<file path="src/hw/isc_consts.svh">
`ifndef ISC_CONSTS_SVH
`define ISC_CONSTS_SVH

// register indices: each register is one word at four times its index
`define ISC_OFF_PLL_LANE     12'h023
`define ISC_OFF_PATTERN      12'h024
`define ISC_OFF_PAIR_A       12'h025
`define ISC_OFF_STICKY_SEL   12'h010
`define ISC_OFF_LINK_CTRL    12'h011
`define ISC_OFF_LANE_FULL    12'h30c
`define ISC_OFF_LANE_EMPTY   12'h30d

// field positions in the first status register
`define ISC_BIT_PLL_LOCK     2
`define ISC_BIT_LANE_ERR     1
// field positions in the third status register
`define ISC_BIT_POWER_ERR    7
`define ISC_BIT_BLANK_DONE   5
`define ISC_BIT_OSC_ALIGN    4

// reset values
`define ISC_RST_FLAGS        8'h00
`define ISC_RST_STICKY       8'h00
`define ISC_RST_LINK_CTRL    8'h01

// live-bit masks: reserved bits read zero
`define ISC_MASK_PLL_LANE    8'h06
`define ISC_MASK_PATTERN     8'h0f
`define ISC_MASK_PAIR_A      8'hb0

// number of capture sources
`define ISC_NUM_SRC          9

`endif

</file>
<file path="src/hw/isc_pkg.sv">
package isc_pkg;
    // axi-lite response codes
    typedef enum logic [1:0] {
        ISC_RESP_OKAY   = 2'b00,
        ISC_RESP_SLVERR = 2'b10
    } isc_resp_e;
    // one flag byte
    typedef logic [7:0] isc_byte_t;
endpackage

</file>
<file path="src/hw/isc_src_if.sv">
`timescale 1ns/10ps
`default_nettype none
// bundle between the top and the capture cells
interface isc_src_if #(parameter int N = 9);
    logic [N-1:0] cond;     // synchronised source levels
    logic [N-1:0] sticky;   // per-source mode select
    logic [N-1:0] clear;    // write-one-to-clear strobes
    logic [N-1:0] flag;     // reported bit
    logic         any_held; // some latched bit set
    modport ctrl (output cond, sticky, clear, input flag, any_held);
    modport cap  (input cond, sticky, clear, output flag, any_held);
endinterface
`default_nettype wire

</file>
<file path="src/hw/isc_capture.sv">
`timescale 1ns/10ps
`default_nettype none
// per-source live/sticky capture bank
module isc_capture #(
    parameter int N = 9
) (
    // clock and reset
    input wire logic clk,
    input wire logic arst_n,
    // source bundle
    isc_src_if.cap   src
);
    logic [N-1:0] prev_reg;   // last condition, for edge detection
    logic [N-1:0] latch_reg;  // sticky latches
    logic [N-1:0] latch_next;
    logic [N-1:0] rise;

    assign rise = src.cond & ~prev_reg;

    genvar i;
    generate
        for (i = 0; i < N; i++) begin : g_src
            // set wins over a clear in the same cycle
            assign latch_next[i] = !src.sticky[i] ? 1'b0 :
                rise[i] ? 1'b1 :
                src.clear[i] ? 1'b0 : latch_reg[i];
            // live mode shows the source directly
            assign src.flag[i] = src.sticky[i] ? latch_reg[i]
                                               : src.cond[i];
        end
    endgenerate

    // any latched bit holds the request
    assign src.any_held = |latch_reg;

    // edge history and latches
    always_ff @(posedge clk or negedge arst_n) begin
        if (!arst_n) begin
            prev_reg  <= '0;
            latch_reg <= '0;
        end else begin
            prev_reg  <= src.cond;
            latch_reg <= latch_next;
        end
    end
endmodule
`default_nettype wire

</file>
<file path="src/hw/isc_top.sv">
// The AXI4-Lite register port was left to the implementer.
`timescale 1ns/10ps
`default_nettype none
`include "isc_consts.svh"

// Contract
// - live mode: bit follows source
// - sticky mode: rising edge latches bit
// - latched bit pulls interrupt low
// - write one clears only those bits
// - pll lock at bit 2, reset 0
// - lane error on any full/empty
// - lane error holds until link re-enabled
// - full and empty lanes readable separately
// - pattern fail channels at bits 3..0
// - pattern register bits 7..4 read zero
// - bit 7: pair a power error
// - bit 5 blanking done, 6 zero
// - bit 4: oscillator align trip
module isc_top #(
    parameter int LANES = 8
) (
    // clock and reset
    input  wire logic                     clk,
    input  wire logic                     arst_n,
    // axi4-lite write address
    input  wire logic [11:0]              s_axi_awaddr,
    input  wire logic                     s_axi_awvalid,
    output var  logic                     s_axi_awready,
    // axi4-lite write data
    input  wire logic [31:0]              s_axi_wdata,
    input  wire logic [3:0]               s_axi_wstrb,
    input  wire logic                     s_axi_wvalid,
    output var  logic                     s_axi_wready,
    // axi4-lite write response
    output var  logic [1:0]               s_axi_bresp,
    output var  logic                     s_axi_bvalid,
    input  wire logic                     s_axi_bready,
    // axi4-lite read address
    input  wire logic [11:0]              s_axi_araddr,
    input  wire logic                     s_axi_arvalid,
    output var  logic                     s_axi_arready,
    // axi4-lite read data
    output var  logic [31:0]              s_axi_rdata,
    output var  logic [1:0]               s_axi_rresp,
    output var  logic                     s_axi_rvalid,
    input  wire logic                     s_axi_rready,
    // asynchronous status sources
    input  wire logic                     link_pll_locked,
    input  wire logic [LANES-1:0]         lane_full,
    input  wire logic [LANES-1:0]         lane_empty,
    input  wire logic [3:0]               pattern_fail,
    input  wire logic                     power_threshold_error_pair_a,
    input  wire logic                     blanking_complete_pair_a,
    input  wire logic                     oscillator_align_trip_pair_a,
    // link enable to the deserialiser path
    output var  logic                     link_enable,
    // interrupt request, active low
    output var  logic                     irq_n
);
    import isc_pkg::*;

    localparam int N = `ISC_NUM_SRC;
    localparam int SW = 2 * LANES + 8; // sync width: full and empty lanes plus 8 pins

    // source order in the capture bank
    // 0 pll lock, 1 lane err, 2..5 pattern ch0..3,
    // 6 osc align, 7 blanking, 8 power error
    isc_src_if #(.N(N)) src ();

    // two-stage synchroniser for all pins
    logic [SW-1:0] sync1_reg;  // first stage, read by stage two only
    logic [SW-1:0] sync2_reg;  // safe to use
    logic [SW-1:0] raw_in;
    assign raw_in = {lane_full, lane_empty, power_threshold_error_pair_a,
                     blanking_complete_pair_a, oscillator_align_trip_pair_a,
                     pattern_fail, link_pll_locked};

    // synchroniser stages
    always_ff @(posedge clk or negedge arst_n) begin
        if (!arst_n) begin
            sync1_reg <= '0;
            sync2_reg <= '0;
        end else begin
            sync1_reg <= raw_in;
            sync2_reg <= sync1_reg;
        end
    end

    // named synchronised views
    logic [LANES-1:0] full_s;
    logic [LANES-1:0] empty_s;
    assign full_s  = sync2_reg[SW-1 -: LANES];
    assign empty_s = sync2_reg[LANES+7 : 8];

    // software registers
    logic [N-1:0] sticky_reg;     // per-source mode select
    logic         link_en_reg;    // link enable control
    logic         link_en_d_reg;  // previous enable, for re-enable edge
    logic         lane_err_reg;   // persistent lane buffer error
    logic         lane_err_next;

    // lane error: set on any full/empty, removed by link re-enable
    logic lane_hit;
    logic relink;
    assign lane_hit = |full_s | |empty_s;
    assign relink   = link_en_reg & ~link_en_d_reg;
    // a fresh hit wins over a re-enable in the same cycle
    assign lane_err_next = lane_hit ? 1'b1 :
                           relink   ? 1'b0 : lane_err_reg;

    // hand conditions to the capture bank
    // pin order in sync2: 0 pll, 4..1 pattern, 5 osc, 6 blank, 7 power
    assign src.cond = {sync2_reg[7], sync2_reg[6], sync2_reg[5],
                       sync2_reg[4:1], lane_err_reg, sync2_reg[0]};
    assign src.sticky = sticky_reg;

    isc_capture #(.N(N)) u_cap (
        .clk    (clk),
        .arst_n (arst_n),
        .src    (src)
    );

    // address decode helper: o is a register index, one word per index
    function automatic logic hit(input logic [11:0] a, input logic [11:0] o);
        hit = (a[11:2] == o[9:0]);
    endfunction

    // any mapped register, for the response code of either channel
    function automatic logic mapped(input logic [11:0] a);
        mapped = hit(a, `ISC_OFF_PLL_LANE) | hit(a, `ISC_OFF_PATTERN)
               | hit(a, `ISC_OFF_PAIR_A) | hit(a, `ISC_OFF_STICKY_SEL)
               | hit(a, `ISC_OFF_LINK_CTRL) | hit(a, `ISC_OFF_LANE_FULL)
               | hit(a, `ISC_OFF_LANE_EMPTY);
    endfunction

    // --- write channel: accept address and data in either order ---
    logic        aw_have_reg;   // address captured
    logic        w_have_reg;    // data captured
    logic [11:0] aw_addr_reg;
    logic [31:0] w_data_reg;
    logic [3:0]  w_strb_reg;
    logic        wr_fire;
    logic [11:0] wa;
    logic [31:0] wd;
    logic [3:0]  ws;
    assign wr_fire = aw_have_reg & w_have_reg & ~s_axi_bvalid;
    assign wa = aw_addr_reg;
    assign wd = w_data_reg;
    assign ws = w_strb_reg;

    // every register is one aligned word; flags sit in its low byte
    logic [7:0] wbyte;     // low data byte
    logic       wlane_on;  // low byte strobed
    assign wbyte    = wd[7:0];
    assign wlane_on = ws[0];

    logic wr_flags0;
    logic wr_flags1;
    logic wr_flags2;
    logic wr_sticky;
    logic wr_ctrl;
    logic wr_known;
    assign wr_flags0 = wr_fire & wlane_on & hit(wa, `ISC_OFF_PLL_LANE);
    assign wr_flags1 = wr_fire & wlane_on & hit(wa, `ISC_OFF_PATTERN);
    assign wr_flags2 = wr_fire & wlane_on & hit(wa, `ISC_OFF_PAIR_A);
    assign wr_sticky = wr_fire & hit(wa, `ISC_OFF_STICKY_SEL) & ws[0] & ws[1];
    assign wr_ctrl   = wr_fire & hit(wa, `ISC_OFF_LINK_CTRL) & ws[0];
    assign wr_known  = mapped(wa);

    // write-one-to-clear strobes mapped to sources
    assign src.clear = {
        wr_flags2 & wbyte[`ISC_BIT_POWER_ERR],
        wr_flags2 & wbyte[`ISC_BIT_BLANK_DONE],
        wr_flags2 & wbyte[`ISC_BIT_OSC_ALIGN],
        {4{wr_flags1}} & wbyte[3:0],
        wr_flags0 & wbyte[`ISC_BIT_LANE_ERR],
        wr_flags0 & wbyte[`ISC_BIT_PLL_LOCK]};

    // status bytes as read
    isc_byte_t st0;
    isc_byte_t st1;
    isc_byte_t st2;
    assign st0 = {5'h00, src.flag[0], src.flag[1], 1'b0};
    assign st1 = {4'h0, src.flag[5:2]};
    assign st2 = {src.flag[8], 1'b0, src.flag[7],
                  src.flag[6], 4'h0};

    // read decode: one register per word, flags in the low byte
    logic [11:0] ra;
    logic [31:0] rd_word;
    logic        rd_known;
    logic [31:0] full_word;   // lane full view, zero-extended
    logic [31:0] empty_word;  // lane empty view, zero-extended
    assign ra = s_axi_araddr;
    assign full_word  = 32'(full_s);
    assign empty_word = 32'(empty_s);
    assign rd_known = mapped(ra);
    assign rd_word =
        hit(ra, `ISC_OFF_PLL_LANE)   ? {24'h000000, st0} :
        hit(ra, `ISC_OFF_PATTERN)    ? {24'h000000, st1} :
        hit(ra, `ISC_OFF_PAIR_A)     ? {24'h000000, st2} :
        hit(ra, `ISC_OFF_STICKY_SEL) ? {23'h000000, sticky_reg} :
        hit(ra, `ISC_OFF_LINK_CTRL)  ? {31'h00000000, link_en_reg} :
        hit(ra, `ISC_OFF_LANE_FULL)  ? full_word :
        hit(ra, `ISC_OFF_LANE_EMPTY) ? empty_word
                                     : 32'h00000000;

    // write address/data capture
    always_ff @(posedge clk or negedge arst_n) begin
        if (!arst_n) begin
            aw_have_reg <= 1'b0;
            w_have_reg  <= 1'b0;
            aw_addr_reg <= 12'h000;
            w_data_reg  <= 32'h00000000;
            w_strb_reg  <= 4'h0;
        end else begin
            if (s_axi_awvalid & s_axi_awready) begin
                aw_have_reg <= 1'b1;
                aw_addr_reg <= s_axi_awaddr;
            end else if (wr_fire) begin
                aw_have_reg <= 1'b0;
            end
            if (s_axi_wvalid & s_axi_wready) begin
                w_have_reg <= 1'b1;
                w_data_reg <= s_axi_wdata;
                w_strb_reg <= s_axi_wstrb;
            end else if (wr_fire) begin
                w_have_reg <= 1'b0;
            end
        end
    end

    // ready flags and write response
    always_ff @(posedge clk or negedge arst_n) begin
        if (!arst_n) begin
            s_axi_awready <= 1'b0;
            s_axi_wready  <= 1'b0;
            s_axi_bvalid  <= 1'b0;
            s_axi_bresp   <= ISC_RESP_OKAY;
        end else begin
            // one write at a time: ready only while its own channel holds nothing and no response is pending
            s_axi_awready <= ~aw_have_reg & ~(s_axi_awvalid & s_axi_awready)
                           & ~s_axi_bvalid;
            s_axi_wready  <= ~w_have_reg & ~(s_axi_wvalid & s_axi_wready)
                           & ~s_axi_bvalid;
            if (wr_fire) begin
                s_axi_bvalid <= 1'b1;
                s_axi_bresp  <= wr_known ? ISC_RESP_OKAY : ISC_RESP_SLVERR;
            end else if (s_axi_bready) begin
                s_axi_bvalid <= 1'b0;
            end
        end
    end

    // read channel: one cycle from address to data
    always_ff @(posedge clk or negedge arst_n) begin
        if (!arst_n) begin
            s_axi_arready <= 1'b0;
            s_axi_rvalid  <= 1'b0;
            s_axi_rdata   <= 32'h00000000;
            s_axi_rresp   <= ISC_RESP_OKAY;
        end else begin
            s_axi_arready <= ~s_axi_rvalid & ~(s_axi_arvalid & s_axi_arready);
            if (s_axi_arvalid & s_axi_arready) begin
                s_axi_rvalid <= 1'b1;
                s_axi_rdata  <= rd_word;
                s_axi_rresp  <= rd_known ? ISC_RESP_OKAY : ISC_RESP_SLVERR;
            end else if (s_axi_rready) begin
                s_axi_rvalid <= 1'b0;
            end
        end
    end

    // control registers and lane error
    always_ff @(posedge clk or negedge arst_n) begin
        if (!arst_n) begin
            sticky_reg    <= '0;
            link_en_reg   <= 1'b1;
            link_en_d_reg <= 1'b1;
            lane_err_reg  <= 1'b0;
        end else begin
            if (wr_sticky) begin
                sticky_reg <= wd[N-1:0];
            end
            if (wr_ctrl) begin
                link_en_reg <= wd[0];
            end
            link_en_d_reg <= link_en_reg;
            lane_err_reg  <= lane_err_next;
        end
    end

    // registered pin outputs
    always_ff @(posedge clk or negedge arst_n) begin
        if (!arst_n) begin
            irq_n       <= 1'b1;
            link_enable <= 1'b1;
        end else begin
            irq_n       <= ~src.any_held;
            link_enable <= link_en_reg;
        end
    end
endmodule
`default_nettype wire

</file>
<file path="config.mk">
export PLATFORM = sky130hd
export DESIGN_NAME = isc_top
export DESIGN_NICKNAME = d
export VERILOG_FILES = /design/src/hw/isc_pkg.sv /design/src/hw/isc_src_if.sv /design/src/hw/isc_capture.sv /design/src/hw/isc_top.sv
export VERILOG_INCLUDE_DIRS = /design/src /design/src/hw
export SDC_FILE = /design/constraint.sdc
export NUM_CORES = 1
export LEC_CHECK = 0
export ABC_AREA = 1
export BUFFER_PORTS_ARGS = -buffer_cell sky130_fd_sc_hd__buf_2
export CORE_UTILIZATION = 52
export CTS_CLUSTER_SIZE = 40
export DETAILED_ROUTE_END_ITERATION = 10
export PLACE_DENSITY_LB_ADDON = 0.2
export SLEW_MARGIN = 15
export SYNTH_ARGS = -nofsm -noshare
export SYNTH_HDL_FRONTEND = slang
export SYNTH_SLANG_ARGS = --single-unit
export TNS_END_PERCENT = 5
</file>
<file path="constraint.sdc">
create_clock -name clk -period 1.95 [get_ports clk]
set_clock_uncertainty 0.15 [all_clocks]
set_input_delay 0.0975 -clock clk [delete_from_list [all_inputs] [get_ports clk]]
set_output_delay 0.0975 -clock clk [all_outputs]
set_load 0.02 [all_outputs]
</file>
======== Word-level counts from Yosys, hierarchy flattened ========
Index checks and enable logic that the tools add are counted.
operators by class
  equal/unequal tests ..................... 23
  mux-type cells .......................... 54
  bitwise logic cells ..................... 50
  reduce and logical (&&, ||, !) cells .... 8
operators by type and width
  cell                  count
  $eq 10x6->1 const B   6
  $mux 1                45
  $eq 10x10->1 const B  4
  $eq 10x5->1 const B   4
  $mux 9                4
  $ne 3x1->1 const B    9
  $and 1x1->1           25
  $mux 8                3
  $reduce_or 8->1       2
  $or 1x1->1            13
  $reduce_bool 2->1     5
  $and 9x9->9           1
  $not 1->1             9
  $not 9->9             1
  $reduce_or 9->1       1
  $and 4x4->4           1
  $mux 2                2
storage, ports and cells
  register bits after elaboration ......... 145
  input bits .............................. 91
  output and inout bits ................... 43
  logic and storage cells ................. 165

======== Depth between registers and ports, before layout ========
  depth in word-level cells ............... 8
  depth in mapped cells ................... 12
  gate-level depth less buffers ........... 12

======== Cells and area by module ========
Synthesis repeated with hierarchy kept, for this count alone.
second synthesis, totals
  cell total of the unflattened synthesis .. 484
  area, all modules ....................... 4,742.0 µm²
by module, submodules not included
  module       instances  cells each  area each (µm²)  seq. area each (µm²)
  isc_top      1          406         4,038.9          2,506.2
  isc_capture  1          78          703.2            450.4

======== Worst setup path after synthesis ========
OpenSTA, ideal clock, no wires.
  path type ............................... register -> register
  from .................................... register s_axi_bvalid
  to ...................................... register sticky_reg[8], in the netlist src.sticky[8]
  setup time .............................. 0.118 ns
  data arrival time ....................... 1.371 ns
  data required time ...................... 1.682 ns
  slack ................................... 0.311 ns
  stages on the path, launching flop included .. 8
  buffers on the path ..................... 1
  period minus slack after synthesis ...... 1.639 ns
  cell sequence ........................... dfrtp_1 inv_1 nand3_2 nor2_2 nand4_4 buf_4 nand2_1 o21ai_2
between the ends
  word-level cells in the longest chain between the ends .. 5
RTL lines
  what                      line            RTL
  start: declaration        isc_top.sv:37   output var logic s_axi_bvalid,
  start signal: assignment  isc_top.sv:239  s_axi_bvalid <= 1'b0;
  start signal: assignment  isc_top.sv:248  s_axi_bvalid <= 1'b1;
  start signal: assignment  isc_top.sv:251  s_axi_bvalid <= 1'b0;
  $not 1->1                 isc_top.sv:147  assign wr_fire = aw_have_reg & w_have_reg & ~s_axi_bvalid;
  $and 1x1->1               isc_top.sv:147
  $and 1x1->1 (3 in a row)  isc_top.sv:167  assign wr_sticky = wr_fire & hit(wa, `ISC_OFF_STICKY_SEL) & ws[0] & ws[1];
  end signal: assignment    isc_top.sv:284  sticky_reg <= wd[N-1:0];
  end: declaration          isc_top.sv:97   logic [N-1:0] sticky_reg;
Every way passes these cells.
A chain may end at the register's enable or synchronous reset.

======== Final worst setup path ========
  from .................................... register aw_addr_reg[11]
  to ...................................... register sticky_reg[6], in the netlist src.sticky[6]
between the ends
  word-level cells in the longest chain between the ends .. 4
RTL lines
  what                      line            RTL
  start: declaration        isc_top.sv:140  logic [11:0] aw_addr_reg;
  start signal: assignment  isc_top.sv:220  aw_addr_reg <= s_axi_awaddr;
  $eq 10x5->1               isc_top.sv:126  hit = (a[11:2] == o[9:0]);
  $and 1x1->1 (3 in a row)  isc_top.sv:167
Every way passes these cells.

==> flow_summary.json <==
{
  "crit_end": "src.sticky[6]",
  "p_per_area_mw_per_mm2": 1140,
  "layout-drive-gt1-share": 0.251,
  "portBuffers": 79,
  "ctsRootBufferMaster": "clkbuf_8",
  "diodes": 0,
  "max_freq_mhz": 552,
  "violations": "design-rule violations, negative hold slack",
  "startpoint": "aw_addr_reg[11]",
  "critical_path_class": "register to register",
  "synth_most_common_cell": "dfrtp_1",
  "grt_use_total": 0.228,
  "period_minus_slack_ns": 1.81,
  "r2r-end": "src.sticky[6]",
  "ff_latch_area_mm2": 0.00296,
  "syn_to_final_growth_pct": 37.1,
  "syn_inst": 471,
  "leakage_uw": 0.00334,
  "drt-pass1-iter-count": 8,
  "synth_top_area_frac": 0.605,
  "path_clk_slew_ns": 0.06,
  "status": "finished with violations",
  "hold_viol": 19,
  "slew_headroom": 0.620,
  "crit_arrival_ns": 2.04,
  "hold_class": "input pin to asynchronous set/reset pin",
  "synthTopCellsByArea": "dfrtp_1, nand2_1, buf_4, inv_1, nor2_1",
  "worst_slack_ns": 0.139,
  "die_area_mm2": 0.00953,
  "drtIter0Drc": 227,
  "drv_cap": 0,
  "core_mm2": 0.00881,
  "ys_warn_count": 0,
  "endpoint_kind": "register",
  "yosysTopAreaCell": "dfrtp_1",
  "synth_area_mm2": 0.00475,
  "async_flop_share": 1.00,
  "synth.cells.most_frequent": "dfrtp_1, nand2_1, inv_1, nor2_1, buf_4",
  "power.total_uw": 7430,
  "detail_route.wirelength_um": 9800,
  "multiInputGateArea_mm2": 0.00146,
  "startpoint_type": "register",
  "finalSetupViolCount": 0,
  "drtAntennaViolNets": 0,
  "fill_cells": 612,
  "grt_start_max_net_pins": 44,
  "cts_inserted_buffers": 17,
  "syn_avg_cell_area_um2": 10.1,
  "routedWlPerCell_um": 13.0,
  "synth-seq-cells": 118,
  "die_y_um": 97.6,
  "grt-ovfl-total": 0,
  "numClockSinks": 118,
  "critical-path-max-stage-delay_ns": 0.39,
  "rr_worst_depth": 6,
  "globalplace.congestion": 0.858,
  "critical_path.slowest_cell": "dfrtp_1",
  "clock_latency_ns": 0.50,
  "slew_violations": 0,
  "io_pins": 134,
  "worstMarginPinSlew_ns": 0.569,
  "dominantRegCellSynth": "dfrtp_1",
  "synth_cell_types": 34,
  "synth_seq_area_share": 0.622,
  "fin_cells": 753,
  "tns_ns": 0,
  "synth_edf_count": 0,
  "grt_pass1_vias": 3756,
  "max-vdd-ir-drop_mv": 0.705,
  "placed_cells": 659,
  "r2r_start": "aw_addr_reg[11]",
  "initial_core_util": 0.540,
  "cp_max_fo": 18,
  "dp_hpwl_um": 6490,
  "grt_pass1_wl_um": 16800,
  "cts_tree": "built",
  "cp.required_ns": 2.18,
  "dp_slack_ns": 0.237,
  "hold_ws_ns": -0.0122,
  "path_cells": "nor2_1 -> nand3_1 -> nor2_2 -> nand4_4 -> nand2_1 -> o21ai_2",
  "period_share": 0.929,
  "route.detailed.drc": 22,
  "antenna_found_initial": 0,
  "die_w_um": 97.6,
  "ctsHtreeMaxLevel": 4,
  "viasPerCell": 4.89,
  "clockBufferDepth": 2,
  "rrSetupSlack_ns": 0.14,
  "vias": 3680,
  "nets": 723,
  "num_rows": 34
}
## cells in the final DEF (no fill, tap or decap), types with 16 or more instances in the layout
cell type,n
o21ai_0,18
inv_1,52
dfrtp_1,115
nor2_1,44
conb_1,25
clkbuf_16,16
nand3_1,19
buf_2,78
a21oi_1,22
dlygate4sd3_1,62
nand2_1,88
## routing by layer
layer  vias up  track usage  wire [um]
met4         0        0.110        230
met5         -            0          0
li1       1788            -          -
met3        22       0.0489        420
met1      1758        0.289       4400
met2       112        0.372       4750
## where the power goes
| part | leakage [uW] | switching [uW] | internal, uW |
|---|---|---|---|
| sequential | 0.00142 | 168 | 2800 |
| combinational | 0.00162 | 714 | 437 |
| clock | 0.000307 | 1040 | 2270 |
## stage by stage
step	cell area, um^2	utilization
2_1_floorplan	4840	-
3_3_place_gp	5240	0.595
3_5_place_dp	5240	0.595
4_1_cts	6510	0.739
5_1_grt	6520	0.740
6_report	6520	0.740
## how the worst min path moves through the flow
stage	from	endpoint	slack, ns
after floorplan	arst_n	aw_addr_reg[10]	-0.35
after global placement	arst_n	sync1_reg[2]	-0.02
after detailed placement	arst_n	sync1_reg[2]	-0.02
after CTS	arst_n	s_axi_rdata[0]	0.004
after global routing	arst_n	sync2_reg[2]	0.03
final	arst_n	sync2_reg[2]	-0.01
## layout make-up
| class | instances | share of cell area |
|---|---|---|
| clock inverter | 12 | 0.0307 |
| clock buffer | 20 | 0.0684 |
| sequential | 118 | 0.454 |
| inverter | 59 | 0.0340 |
| tap | 108 | 0.0207 |
| timing repair buffer | 148 | 0.168 |
| multi-input combinational | 288 | 0.224 |
## critical path: cells and delay by family, from the launching register on
kind / cells / cell delay, ns
DFF: 1 / 0.39
AOI/OAI and AO/OA: 1 / 0.07
and+or+nand+nor: 5 / 1.06
## timing repair
action | 4_1_cts | 5_1_grt
setup buffers | 0 | 0
hold endpoints to repair | 180 | 0
endpoints found under the setup margin | 0 | 1
resized for setup | 0 | 1
hold buffers | 62 | 0
## cells by family (layout without fill, tap and decap cells)
family                 count (synthesis)  after routing  synth area share
AO/OA/AOI/OAI                         71             71            0.0874
other                                  1             25          0.000789
multiplexers                           5              5            0.0118
AND/OR/NAND/NOR                      187            187             0.187
flip-flops                           118            118             0.622
buffers and inverters                 89            239            0.0911
Power figures use the tool's default switching activity.
